<file path="src/inc/olgc_defs.vh">
// Purpose: constants for the loopback, power and LED control registers
// Assumes: 8-bit register port, byte addresses as printed
// Notes: definitions only
`ifndef OLGC_DEFS_VH
`define OLGC_DEFS_VH

// ------------------------------------------------------------------
// register offsets
// ------------------------------------------------------------------
`define OLGC_ADDR_FTCB 8'h0a
`define OLGC_ADDR_LPLC 8'h0b

// ------------------------------------------------------------------
// field positions in loopback_power_led_control
// ------------------------------------------------------------------
`define OLGC_BIT_PWR 6
`define OLGC_BIT_ERRDROP 5
`define OLGC_BIT_TEST 4
`define OLGC_BIT_POS_HI 3
`define OLGC_BIT_POS_LO 2
`define OLGC_BIT_LED 1

// ------------------------------------------------------------------
// reset values
// ------------------------------------------------------------------
`define OLGC_FTCB_RST 8'h24
`define OLGC_PWR_RST 1'b0
`define OLGC_TEST_RST 1'b0
`define OLGC_POS_HI_RST 1'b1
`define OLGC_LED_RST 1'b0
`define OLGC_STRAP_RST 1'b0

// ------------------------------------------------------------------
// loopback position encoding
// ------------------------------------------------------------------
`define OLGC_POS_PORT2_MAC 2'b10

`endif

</file>
<file path="src/rtl/olgc_strap.v">
// Purpose: capture strap pin levels once, at the release of reset
// Assumes: strap pins are stable around the reset release
// Notes: flops reset to constants, pins are taken at the first edge
`timescale 1ns/1ps
`include "olgc_defs.vh"

module olgc_strap (
   input wire clk_sys,
   input wire rst_n,
   input wire error_drop_strap_pin,
   input wire loopback_position_strap_pin,
   input wire led_select_high_strap_pin,
   output reg error_drop_strap_r,
   output reg loopback_low_strap_r,
   output reg led_high_strap_r,
   output reg strap_load_r
);

   reg captured_r;

   // ---------------------------------------------------------------
   // one-shot capture
   // ---------------------------------------------------------------
   // an async reset may only load constants, so the pins are sampled
   // by the clock at the first edge after release
   always @(posedge clk_sys or negedge rst_n) begin
      if (!rst_n) begin
         captured_r <= 1'b0;
         strap_load_r <= 1'b0;
         error_drop_strap_r <= `OLGC_STRAP_RST;
         loopback_low_strap_r <= `OLGC_STRAP_RST;
         led_high_strap_r <= `OLGC_STRAP_RST;
      end else begin
         strap_load_r <= 1'b0;
         if (!captured_r) begin
            captured_r <= 1'b1;
            strap_load_r <= 1'b1;
            error_drop_strap_r <= error_drop_strap_pin;
            loopback_low_strap_r <= loopback_position_strap_pin;
            led_high_strap_r <= led_select_high_strap_pin;
         end
      end
   end

endmodule // olgc_strap

</file>
<file path="src/rtl/olgc_top.v">
// Purpose: loopback, Phy_low_power_enable and LED select control registers
// Assumes: register port is the internal side of the serial interface
// Notes: also makes the per-frame loop or drop decision
`timescale 1ns/1ps
`include "olgc_defs.vh"

// Function
// phy_low_power_enable follows the power-save bit, which resets to 0.
// with error drop set, maintenance and bad-CRC/short/long frames drop.
// with error drop set, only good, valid-length frames are looped.
// with error drop clear, only maintenance frames drop, others loop.
// position field 10 places the loopback at the second port's MAC.
// software must not write position codes 00, 01 or 11.
// software must write 0 to the test-mode bit, which resets to 0.
// the LED mode bit drives only the low LED select.
// the high LED select comes from a strap pin, no write changes it.
// the error-drop bit loads from its strap pin at reset.
module olgc_top (
   input wire clk_sys,
   input wire rst_n,
   input wire reg_wr_en,
   input wire reg_rd_en,
   input wire [7:0] reg_addr,
   input wire [7:0] reg_wdata,
   output reg [7:0] reg_rdata,
   output reg reg_rvalid,
   input wire error_drop_strap_pin,
   input wire loopback_position_strap_pin,
   input wire led_select_high_strap_pin,
   input wire frame_end,
   input wire frame_is_oam,
   input wire frame_crc_err,
   input wire frame_undersize,
   input wire frame_oversize,
   output reg frame_loop,
   output reg frame_drop,
   output reg phy_low_power_enable,
   output reg error_drop_enable,
   output reg test_mode,
   output reg [1:0] loopback_position_select,
   output reg loopback_at_port2_mac,
   output reg led_select_low,
   output reg led_select_high,
   output reg [7:0] factory_test_b
);

   wire error_drop_strap;
   wire loopback_low_strap;
   wire led_high_strap;
   wire strap_load;

   reg [7:0] factory_test_b_nxt;
   reg phy_low_power_enable_nxt;
   reg error_drop_enable_nxt;
   reg test_mode_nxt;
   reg [1:0] loopback_position_select_nxt;
   reg led_select_low_nxt;
   reg led_select_high_nxt;
   reg [7:0] reg_rdata_nxt;
   reg frame_bad;

   // ---------------------------------------------------------------
   // strap capture
   // ---------------------------------------------------------------
   olgc_strap u_strap (
      .clk_sys(clk_sys),
      .rst_n(rst_n),
      .error_drop_strap_pin(error_drop_strap_pin),
      .loopback_position_strap_pin(loopback_position_strap_pin),
      .led_select_high_strap_pin(led_select_high_strap_pin),
      .error_drop_strap_r(error_drop_strap),
      .loopback_low_strap_r(loopback_low_strap),
      .led_high_strap_r(led_high_strap),
      .strap_load_r(strap_load)
   );

   // ---------------------------------------------------------------
   // register write path
   // ---------------------------------------------------------------
   always @* begin
      factory_test_b_nxt = factory_test_b;
      phy_low_power_enable_nxt = phy_low_power_enable;
      error_drop_enable_nxt = error_drop_enable;
      test_mode_nxt = test_mode;
      loopback_position_select_nxt = loopback_position_select;
      led_select_low_nxt = led_select_low;
      led_select_high_nxt = led_select_high;
      if (strap_load) begin
         // strap load wins over a write landing on the same edge
         error_drop_enable_nxt = error_drop_strap;
         loopback_position_select_nxt = {`OLGC_POS_HI_RST,
                                         loopback_low_strap};
         led_select_high_nxt = led_high_strap;
      end else if (reg_wr_en) begin
         case (reg_addr)
            `OLGC_ADDR_FTCB: begin
               factory_test_b_nxt = reg_wdata;
            end
            `OLGC_ADDR_LPLC: begin
               phy_low_power_enable_nxt = reg_wdata[`OLGC_BIT_PWR];
               error_drop_enable_nxt = reg_wdata[`OLGC_BIT_ERRDROP];
               // stored as written; keeping it 0 is software's job
               test_mode_nxt = reg_wdata[`OLGC_BIT_TEST];
               // reserved codes are stored too, no defined effect
               loopback_position_select_nxt =
                  reg_wdata[`OLGC_BIT_POS_HI:`OLGC_BIT_POS_LO];
               led_select_low_nxt = reg_wdata[`OLGC_BIT_LED];
            end
            default: begin
               factory_test_b_nxt = factory_test_b;
            end
         endcase
      end
   end

   always @(posedge clk_sys or negedge rst_n) begin
      if (!rst_n) begin
         factory_test_b <= `OLGC_FTCB_RST;
         phy_low_power_enable <= `OLGC_PWR_RST;
         error_drop_enable <= `OLGC_STRAP_RST;
         test_mode <= `OLGC_TEST_RST;
         loopback_position_select <= {`OLGC_POS_HI_RST, `OLGC_STRAP_RST};
         loopback_at_port2_mac <= 1'b0;
         led_select_low <= `OLGC_LED_RST;
         led_select_high <= `OLGC_STRAP_RST;
      end else begin
         factory_test_b <= factory_test_b_nxt;
         phy_low_power_enable <= phy_low_power_enable_nxt;
         error_drop_enable <= error_drop_enable_nxt;
         test_mode <= test_mode_nxt;
         loopback_position_select <= loopback_position_select_nxt;
         loopback_at_port2_mac <= (loopback_position_select_nxt ==
                                   `OLGC_POS_PORT2_MAC);
         led_select_low <= led_select_low_nxt;
         led_select_high <= led_select_high_nxt;
      end
   end

   // ---------------------------------------------------------------
   // helpers
   // ---------------------------------------------------------------
   // packs the control fields into their byte; bits 7 and 0 are
   // reserved and always read zero
   function [7:0] lplc_image;
      input pwr;
      input errdrop;
      input tst;
      input [1:0] pos;
      input led;
      begin
         lplc_image = 8'h00;
         lplc_image[`OLGC_BIT_PWR] = pwr;
         lplc_image[`OLGC_BIT_ERRDROP] = errdrop;
         lplc_image[`OLGC_BIT_TEST] = tst;
         lplc_image[`OLGC_BIT_POS_HI:`OLGC_BIT_POS_LO] = pos;
         lplc_image[`OLGC_BIT_LED] = led;
      end
   endfunction

   // ---------------------------------------------------------------
   // register read path
   // ---------------------------------------------------------------
   // read data is one cycle late; unmapped offsets read as zero
   always @* begin
      reg_rdata_nxt = 8'h00;
      case (reg_addr)
         `OLGC_ADDR_FTCB: begin
            reg_rdata_nxt = factory_test_b;
         end
         `OLGC_ADDR_LPLC: begin
            reg_rdata_nxt = lplc_image(phy_low_power_enable,
               error_drop_enable, test_mode, loopback_position_select,
               led_select_low);
         end
         default: begin
            reg_rdata_nxt = 8'h00;
         end
      endcase
   end

   always @(posedge clk_sys or negedge rst_n) begin
      if (!rst_n) begin
         reg_rdata <= 8'h00;
         reg_rvalid <= 1'b0;
      end else begin
         reg_rvalid <= reg_rd_en;
         if (reg_rd_en) begin
            reg_rdata <= reg_rdata_nxt;
         end
      end
   end

   // ---------------------------------------------------------------
   // per-frame loop or drop decision
   // ---------------------------------------------------------------
   // flags are only looked at in the frame_end cycle; the datapath
   // must present them there, anything outside that cycle is ignored
   always @* begin
      frame_bad = frame_crc_err | frame_undersize | frame_oversize;
   end

   always @(posedge clk_sys or negedge rst_n) begin
      if (!rst_n) begin
         frame_loop <= 1'b0;
         frame_drop <= 1'b0;
      end else begin
         frame_loop <= 1'b0;
         frame_drop <= 1'b0;
         if (frame_end) begin
            if (frame_is_oam) begin
               frame_drop <= 1'b1;
            end else if (error_drop_enable && frame_bad) begin
               frame_drop <= 1'b1;
            end else if (error_drop_enable) begin
               frame_loop <= 1'b1;
            end else begin
               // errored frames still loop in this mode
               frame_loop <= 1'b1;
            end
         end
      end
   end

endmodule // olgc_top

</file>
<file path="config.mk">
export PLATFORM = sky130hd
export DESIGN_NAME = olgc_top
export DESIGN_NICKNAME = d
export VERILOG_FILES = /design/src/rtl/olgc_strap.v /design/src/rtl/olgc_top.v
export VERILOG_INCLUDE_DIRS = /design/src /design/src/inc
export SDC_FILE = /design/constraint.sdc
export NUM_CORES = 1
export LEC_CHECK = 0
export ABC_AREA = 0
export BUFFER_PORTS_ARGS = -buffer_cell sky130_fd_sc_hd__buf_4
export CAP_MARGIN = 40
export CORE_MARGIN = 3
export CORE_UTILIZATION = 40
export CTS_BUF_LIST = sky130_fd_sc_hd__clkbuf_16
export DETAILED_ROUTE_END_ITERATION = 10
export PLACE_DENSITY_LB_ADDON = 0.25
export SYNTH_ARGS = -nofsm -noshare
export SYNTH_HDL_FRONTEND = slang
export SYNTH_HIERARCHICAL = 1
export SYNTH_SLANG_ARGS = --single-unit
</file>
<file path="constraint.sdc">
create_clock -name clk_sys -period 1.4 [get_ports clk_sys]
set_input_delay 0.28 -clock clk_sys [delete_from_list [all_inputs] [get_ports clk_sys]]
set_output_delay 0.28 -clock clk_sys [all_outputs]
set_load 0.05 [all_outputs]
</file>
Word-level counts from Yosys, hierarchy flattened
Cells that the tools add are included.
Word-level totals
  register bits after elaboration: 32
  input port bits: 28
Cells by class
  equal/unequal tests: 3
  multiplexer cells: 14
  bitwise gates (word level): 3
  reduce and logical (&&, ||, !) cells: 6
Operators with widths (count)
  $eq 8x4->1 const B: 2
  $pmux 8 s2: 1
  $mux 1: 10
  $mux 2: 3
  $reduce_and 3->1: 2
  $reduce_bool 2->1: 2
  $eq 2x2->1 const B: 1
  $or 1x1->1: 2
  $reduce_and 2->1: 1
  $logic_and 1x1->1: 1
  $not 1->1: 1

Depth between registers and ports, before layout
Gate-level depths: netlist of run 1.
  depth in word-level cells: 6
  mapped depth: 4
  gate-level depth less buffers: 3

By module
The synthesis of run 1 kept the hierarchy.
By module, submodules not included
  olgc_top: instances 1, cells each 96, area each 1201.2 um^2, sequential area each 679.4 um^2
  olgc_strap: instances 1, cells each 10, area each 166.4 um^2, sequential area each 125.1 um^2

Least setup slack after synthesis of run 1
OpenSTA, ideal clock, no wires.
  kind: input to register
  start point: input port reg_addr[4]
  end point: register factory_test_b[0]
  arrival time: 1216 ps
  data required time: 1275 ps
  path slack: 59 ps
  stages on the path: 3
  path buffers: 0
  cells stage by stage: nor4b_4 -> nand3_2 -> mux2_2
On the way
  cells in the longest elaborated chain, start to end: 2
RTL lines
  start: declaration: RTL line olgc_top.v:23  | input wire [7:0] reg_addr,
  $eq 8x4->1: RTL line olgc_top.v:95  | case (reg_addr)
  $reduce_and 3->1 (no line)
  end signal: assignment: RTL line olgc_top.v:118  | factory_test_b <= `OLGC_FTCB_RST;
  end signal: assignment: RTL line olgc_top.v:127  | factory_test_b <= factory_test_b_nxt;
  end: declaration: RTL line olgc_top.v:44  | output reg [7:0] factory_test_b
No other way between the ends.
A chain may end at the register's enable or synchronous reset.

Worst setup path in the final report of run 1
  start point: register loopback_position_select[1]
  end point: output port loopback_position_select[1]
RTL lines
  start: declaration: RTL line olgc_top.v:40  | output reg [1:0] loopback_position_select,
  start signal: assignment: RTL line olgc_top.v:122  | loopback_position_select <= {`OLGC_POS_HI_RST, `OLGC_STRAP_RST};
  start signal: assignment: RTL line olgc_top.v:131  | loopback_position_select <= loopback_position_select_nxt;
No word-level cell between the ends.

==> metrics.sh, run 1 <==
STATUS='finished clean'
FINAL_CELL_AREA_MM2=0.002011
DIODES=0
WORST_SKEW_PAIR.LATE_LATENCY_PS=270
GRT_PASS1_VIAS=1097
INITIAL_ANTENNA_VIOLATION_COUNT=0
ROUTED-WL-MET3_UM=273
SYNTHESIS.INSTANCES=106
CRITICAL_PATH.ENDPOINT_TYPE='output port'
MAXCAPVIOLATIONS=0
DRC=0
STATIC-LEAKAGE-POWER_nW=1.000
MAX_FREQ_GHz=0.7539
DRT_PASS1_ITERATIONS=4
RSZ_0062_RAISED_AFTER_GLOBAL_ROUTING='false'
CLK_ROOT_BUFFER_CELL='clkbuf_16'
FINAL_CRITICAL_PATH_SETUP_SLACK_PS=73.53
GRTUSAGETOTAL_PCT=17.15
FINALNETCOUNT=197
DR_TOTAL_VIAS=1078
FLOORPLAN.ROWS=20
MIN_PATH_TYPE='in2reg'
FIN_WORST_HOLD_SLACK_PS=199.4
VDD.IR_DROP.WORST_mV=0.8796
ROUTED_WIRELENGTH_MM=3.163
POWER_DENSITY_mW_PER_MM2=1207
YS_WARN_COUNT=6
TIMING.CRITICAL_PATH.FROM_TYPE='flop'
MAX_STAGE_DELAY_CELL_WORST_PATH='dfstp_2'
TRITONCTS.NUM_BUFFERS=5
DIEHEIGHT_UM=64.47
GRT_MAX_DEGREE=33
SYNTH_FP_NETS=134
DIEAREA_MM2=0.004156
PLACEABLECOREAREA_MM2=0.003153
CRITPATHREQUIREDTIME_PS=1120
HOLD_VIOL=0
DIE_WIDTH_UM=64.47
DP.CELLS=205
NUM-FILL-CELLS=277
UNIQUE_MASTERS_POST_SYNTH=29
FINAL.MIN_CLOCK_PERIOD_PS=1326
PLACE_AREA_MM2=0.001856
DPL.HPWL_MM=2.413
FLOORPLAN.INITIALDENSITY_PCT=43.37
MET1_LENGTH_MM=1.342
AREA_GROWTH_SYN_TO_LAYOUT_PCT=47.03
FIN_UTIL_PCT=63.77
DETAILEDPLACE.WORSTSLACK_PS=-172.9
WORST-SETUP-PATH-TYPE='reg2out'
FIN_WORST_SKEW_PS=2.328
GLOBAL_ROUTE.OVERFLOW_TOTAL=0
PATH_BUF_INV=1
FINALCRITPERIODSHARE_PCT=94.75
SEQ_AREA_FRAC_SYNTH_PCT=58.83
CLK_TRANSITION_REPORTED_PATHS_PS=50
ANT_NETS=0
WL_MET2_MM=1.517
GPL_WTD_CONG=0.7792
MAXIMUM_CLOCK_PATH_BUFFER_COUNT=2
GRT_PASS1_WL_MM=5.388
DRIVE_ABOVE_1_SHARE_PCT=53.53
WORST_PATH_LARGEST_CELL_DELAY_PS=570
PORTBUFFERS=54
CLOCK_TREE.HTREE_LEVEL_COUNT=2
DETAIL_ROUTE.VIAS_PER_CELL=5.037
NON_FILLER_INSTANCES=214
DRV_SLEW=0
SETUP_VIOL=0
DETAIL_ROUTE.WL_PER_CELL_UM=14.78
IO_PINS=55
DRT_ITER0_MARKERS=33
SYN-MEAN-INSTANCE-AREA_UM2=12.90
NETLIST_AREA_MM2=0.001368
CRITICAL_PATH.TOP_DELAY_FAMILY='flip-flops'
CRITICAL_PATH.MAX_FANOUT=4
TOPROUTINGLAYERUSED='met4'
CRITICAL_PATH_CELL_SEQUENCE='buf_4'
TRITONCTS='done'
CRITICAL_PATH_ARRIVAL_PS=1050
CTS_SINKS=32
YS_FF_LATCH=32
[cell usage in the layout, fill, tap and decap left out, types with 3 or more instances in the layout]
| cell | instances |
|---|---|
| nor2b_1 | 4 |
| buf_4 | 61 |
| nor2_1 | 7 |
| a31oi_1 | 7 |
| mux2_2 | 15 |
| dfrtp_1 | 29 |
| inv_1 | 5 |
| clkbuf_16 | 5 |
| a41oi_1 | 3 |
| a21oi_1 | 3 |
| dfstp_2 | 3 |
| o2bb2ai_1 | 6 |
[kinds of logic (layout without fill, tap and decap cells)]
family                 after synthesis  in the layout  synth area share (%)
AND/OR/NAND/NOR                     21             21                 10.80
AO/OA/AOI/OAI                       26             26                 14.55
buffers and inverters               11             75                 3.202
other                                1              1                0.2742
multiplexers                        15             15                 12.35
flip-flops                          32             32                 58.83
[layout make-up]
type | count | area [um^2] | area share [%]
Clock buffer | 5 | 125.1 | 6.223
Clock inverter | 3 | 13.76 | 0.6845
Inverter | 5 | 18.77 | 0.9334
Multi-Input combinational cell | 63 | 525.5 | 26.14
Sequential cell | 32 | 804.5 | 40.01
Tap cell | 44 | 55.05 | 2.738
Timing Repair Buffer | 62 | 467.9 | 23.27
[path summary, 6_finish.rpt]
check | from | end | slack [ps] | cells past startpoint
min | reg_rd_en | reg_rvalid$_DFF_PN0_ | 200 | 1
max in group asynchronous | rst_n | loopback_position_select[1]$_DFF_PN1_ | 590 | 2
max | loopback_position_select[1]$_DFF_PN1_ | loopback_position_select[1] | 70 | 1
min reg2reg | u_strap/loopback_low_strap_r$_DFFE_PN0N_ | loopback_at_port2_mac$_DFF_PN0_ | 490 | 1
min in group asynchronous | rst_n | reg_rdata[0]$_DFFE_PN0P_ | 480 | 2
max reg2reg | u_strap/strap_load_r$_DFF_PN0_ | factory_test_b[4]$_DFFE_PN0P_ | 130 | 3
[layer usage]
layer | track usage (%) | vias to the layer above
li1 | - | 520
met1 | 21.69 | 516
met2 | 26.42 | 40
met3 | 6.412 | 2
met4 | 7.124 | 0
met5 | 0 | -
[cell usage after synthesis, drive strengths merged]
cell type,instances,area (um^2)
a22o,2,17.52
a41oi,3,26.28
and2,1,6.260
mux2,15,168.9
and4bb,1,12.51
a311o,1,10.01
buf,3,13.76
clkbuf,3,11.26
and3b,1,8.760
nand3,1,10.01
and3,1,6.260
or3,1,6.260
nor3b,1,7.510
o2bb2ai,6,52.55
dfstp,3,78.83
nor4b,2,32.53
dfrtp,29,725.7
a31oi,7,43.79
inv,5,18.77
a311oi,1,8.760
nor2b,4,25.02
a31o,2,17.52
a22oi,1,7.510
conb,1,3.750
nor2,7,26.28
nand4,1,6.260
a21oi,3,15.01
[per-stage QoR]
| step | setup TNS, ps | total power, W |
|---|---|---|
| final | 0 | 0.002427 |
| after global routing | 0 | 0.002545 |
| after CTS | 0 | 0.002452 |
| after detailed placement | -2419 | 0.001445 |
| after global placement | -1632 | 0.001434 |
| after floorplan | 0 | 0.001261 |
[where the power goes]
part           internal (W)  switching (W)  total [W]
combinational      0.000163       0.000252   0.000414
clock              0.000643       0.000355   0.000998
sequential         0.000981      0.0000338    0.00101
[sequential cells by signal, indices dropped and copies added, names as in the netlist]
name                          count
factory_test_b                    8
reg_rdata                         8
loopback_position_select          2
error_drop_enable                 1
frame_drop                        1
frame_loop                        1
led_select_high                   1
led_select_low                    1
loopback_at_port2_mac             1
phy_low_power_enable              1
reg_rvalid                        1
test_mode                         1
u_strap/captured_r                1
u_strap/error_drop_strap_r        1
u_strap/led_high_strap_r          1
u_strap/loopback_low_strap_r      1
u_strap/strap_load_r              1
[what timing repair did]
action,CTS,global route
gates resized for setup,0,1
hold buffers,1,0
setup endpoints to repair,0,5
endpoints found under the hold margin,29,0
setup buffers,0,0
No activity file was read; power rests on OpenSTA's default activity.
==> run 2, diff against run 1 <==
--- a/config.mk
+++ b/config.mk
@@ -14,6 +14,7 @@
 export CTS_BUF_LIST = sky130_fd_sc_hd__clkbuf_16
 export DETAILED_ROUTE_END_ITERATION = 10
 export PLACE_DENSITY_LB_ADDON = 0.25
+export SETUP_SLACK_MARGIN = 0.3
 export SYNTH_ARGS = -nofsm -noshare
 export SYNTH_HDL_FRONTEND = slang
 export SYNTH_HIERARCHICAL = 1
==> metrics.sh, run 2 (synthesized netlist as in run 1, its figures left out) <==
STATUS='finished clean'
DRV_SLEW=0
ANT_NETS=0
MAX_STAGE_DELAY_CELL_WORST_PATH='dfstp_2'
HP-START='reg_rd_en'
DIEHEIGHT_UM=64.47
DR_TOTAL_VIAS=1240
FINAL_CRITICAL_PATH_SETUP_SLACK_PS=143.3
GLOBAL_ROUTE.OVERFLOW_TOTAL=0
FLOORPLAN.ROWS=20
VDD.IR_DROP.WORST_mV=0.7214
HOLD_VIOL=0
GPL_WTD_CONG=0.7382
PORTBUFFERS=54
RSZ_0062_RAISED_AFTER_GLOBAL_ROUTING='true'
WORST_PATH_LARGEST_CELL_DELAY_PS=550
WORST_SKEW_PAIR.LATE_LATENCY_PS=280
DRC=0
CRITICAL_PATH.TOP_DELAY_FAMILY='flip-flops'
CRIT-REG2REG-LAUNCH='loopback_position_select[1]$_DFF_PN1_'
CRITICAL_PATH.ENDPOINT_TYPE='output port'
REGTOREGENDPOINT='loopback_at_port2_mac$_DFF_PN0_'
TRITONCTS='done'
SETUP.REG_TO_REG.WORST_SLACK_PS=210
FINAL-SEQ-AREA_UM2=804.5
CRITICAL_PATH_CELL_SEQUENCE='buf_8'
DETAIL_ROUTE.VIAS_PER_CELL=5.232
REG2REGPATHDEPTH=4
GRTUSAGETOTAL_PCT=19.69
DRT_ITER0_MARKERS=34
TIMING.CRITICAL_PATH.FROM_TYPE='flop'
CRITICAL_PATH.STARTPOINT='factory_test_b[5]$_DFFE_PN1P_'
CRITPATHREQUIREDTIME_PS=1120
MAX_FREQ_GHz=0.7957
IO_PINS=55
DIE_WIDTH_UM=64.47
INITIAL_ANTENNA_VIOLATION_COUNT=0
TRITONCTS.NUM_BUFFERS=5
DETAILEDPLACE.WORSTSLACK_PS=-150.7
PLACEABLECOREAREA_MM2=0.003153
DRT_PASS1_ITERATIONS=4
REG.LARGEST.LIST='factory_test_b (8), reg_rdata (8), loopback_position_select (2)'
STATIC-LEAKAGE-POWER_nW=1.174
GRT_MAX_DEGREE=33
FLOORPLAN.INITIALDENSITY_PCT=43.37
FINAL_CELL_AREA_MM2=0.002374
GRT_PASS1_VIAS=1295
DETAIL_ROUTE.WL_PER_CELL_UM=16.68
WORST-SETUP-PATH-TYPE='reg2out'
DIEAREA_MM2=0.004156
CRITICAL_PATH_ARRIVAL_PS=980
DIODES=0
POWER_DENSITY_mW_PER_MM2=1068
FIN_WORST_SKEW_PS=3.484
DRIVE_ABOVE_1_SHARE_PCT=63.21
CLOCK_TREE.HTREE_LEVEL_COUNT=2
MIN_PATH_TYPE='in2reg'
ROUTED_WIRELENGTH_MM=3.952
SETUP_VIOL=0
MOST_USED_CELLS_IN_THE_LAYOUT_EXCLUDING_FILL_AND_TAP_CELLS='buf_4 (51), dfrtp_1 (29), buf_6 (29)'
CTS_SINKS=32
CLK_TRANSITION_REPORTED_PATHS_PS=50
FINALCRITPERIODSHARE_PCT=89.76
DPL.HPWL_MM=2.353
NUM-FILL-CELLS=230
LAYOUT_COMMONEST_CELL='buf_4'
MULTI_INPUT_AREA_UM2=576.8
CLK_ROOT_BUFFER_CELL='clkbuf_16'
GRT_PASS1_WL_MM=6.134
PATH_BUF_INV=1
FINAL.MIN_CLOCK_PERIOD_PS=1257
HOLDPATHSTAGES=1
FINAL.SETUP.TNS_PS=0
TIMING.CRITICAL_PATH.DEPTH=1
FINALNETCOUNT=220
TIMING.HOLD.WORST_ENDPOINT='reg_rvalid$_DFF_PN0_'
PLACE_AREA_MM2=0.001856
MAXIMUM_CLOCK_PATH_BUFFER_COUNT=2
MAXCAPVIOLATIONS=0
AREA_GROWTH_SYN_TO_LAYOUT_PCT=73.56
CRITICAL_PATH.MAX_FANOUT=3
[run 2: changes by cell type in the layout (fill, tap and decap cells not counted), sizes merged]
| cell | change |
|---|---|
| buf | +23 |
[run 2: through the flow]
stage	hold WS, ps	util (%)	power [W]	cells
2_1_floorplan	-15.59	-	0.001261	106
3_3_place_gp	232.9	58.85	0.001435	205
3_5_place_dp	239.0	58.85	0.001442	205
4_1_cts	191.5	73.10	0.002521	231
5_1_grt	194.9	75.28	0.002642	237
6_report	198.5	75.28	0.002536	237
[run 2: layout make-up]
type / count / area share, %
clock inverter: 3 / 0.5799
tap: 44 / 2.319
multi-input combinational: 63 / 24.30
inverter: 5 / 0.7907
clock buffer: 5 / 5.271
timing repair buffer: 85 / 32.84
sequential: 32 / 33.90
[run 2: worst max path at each step]
stage | to | slack (ps)
final | factory_test_b[5] | 140
after global routing | loopback_position_select[1] | 120
after CTS | factory_test_b[5] | 140
after detailed placement | factory_test_b[0]$_DFFE_PN0P_ | -150
after global placement | factory_test_b[0]$_DFFE_PN0P_ | -110
after floorplan | factory_test_b[0]$_DFFE_PN0P_ | 60
[run 2: power by group]
group	leakage (nW)	switching (W)	internal (W)
clock network	0.0710	0.000366	0.000644
registers	0.400	0.0000385	0.000981
logic	0.703	0.000279	0.000228
[run 2: what timing repair did]
action | CTS | global route
resized for setup | 41 | 7
hold buffers | 1 | 0
setup buffers | 17 | 6
pin swaps | 3 | 2
hold endpoints to repair | 29 | 0
endpoints found under the setup margin | 45 | 50
[run 2: metal layers]
metal  vias up  wire [um]  track usage [%]  share of wire, %
li1        567          -                -                 -
met1       623       1524            21.86                39
met2        42       2097            33.63                53
met3         8        258            8.319               6.5
met4         0         72            7.124               1.8
met5         -          0                0                 0
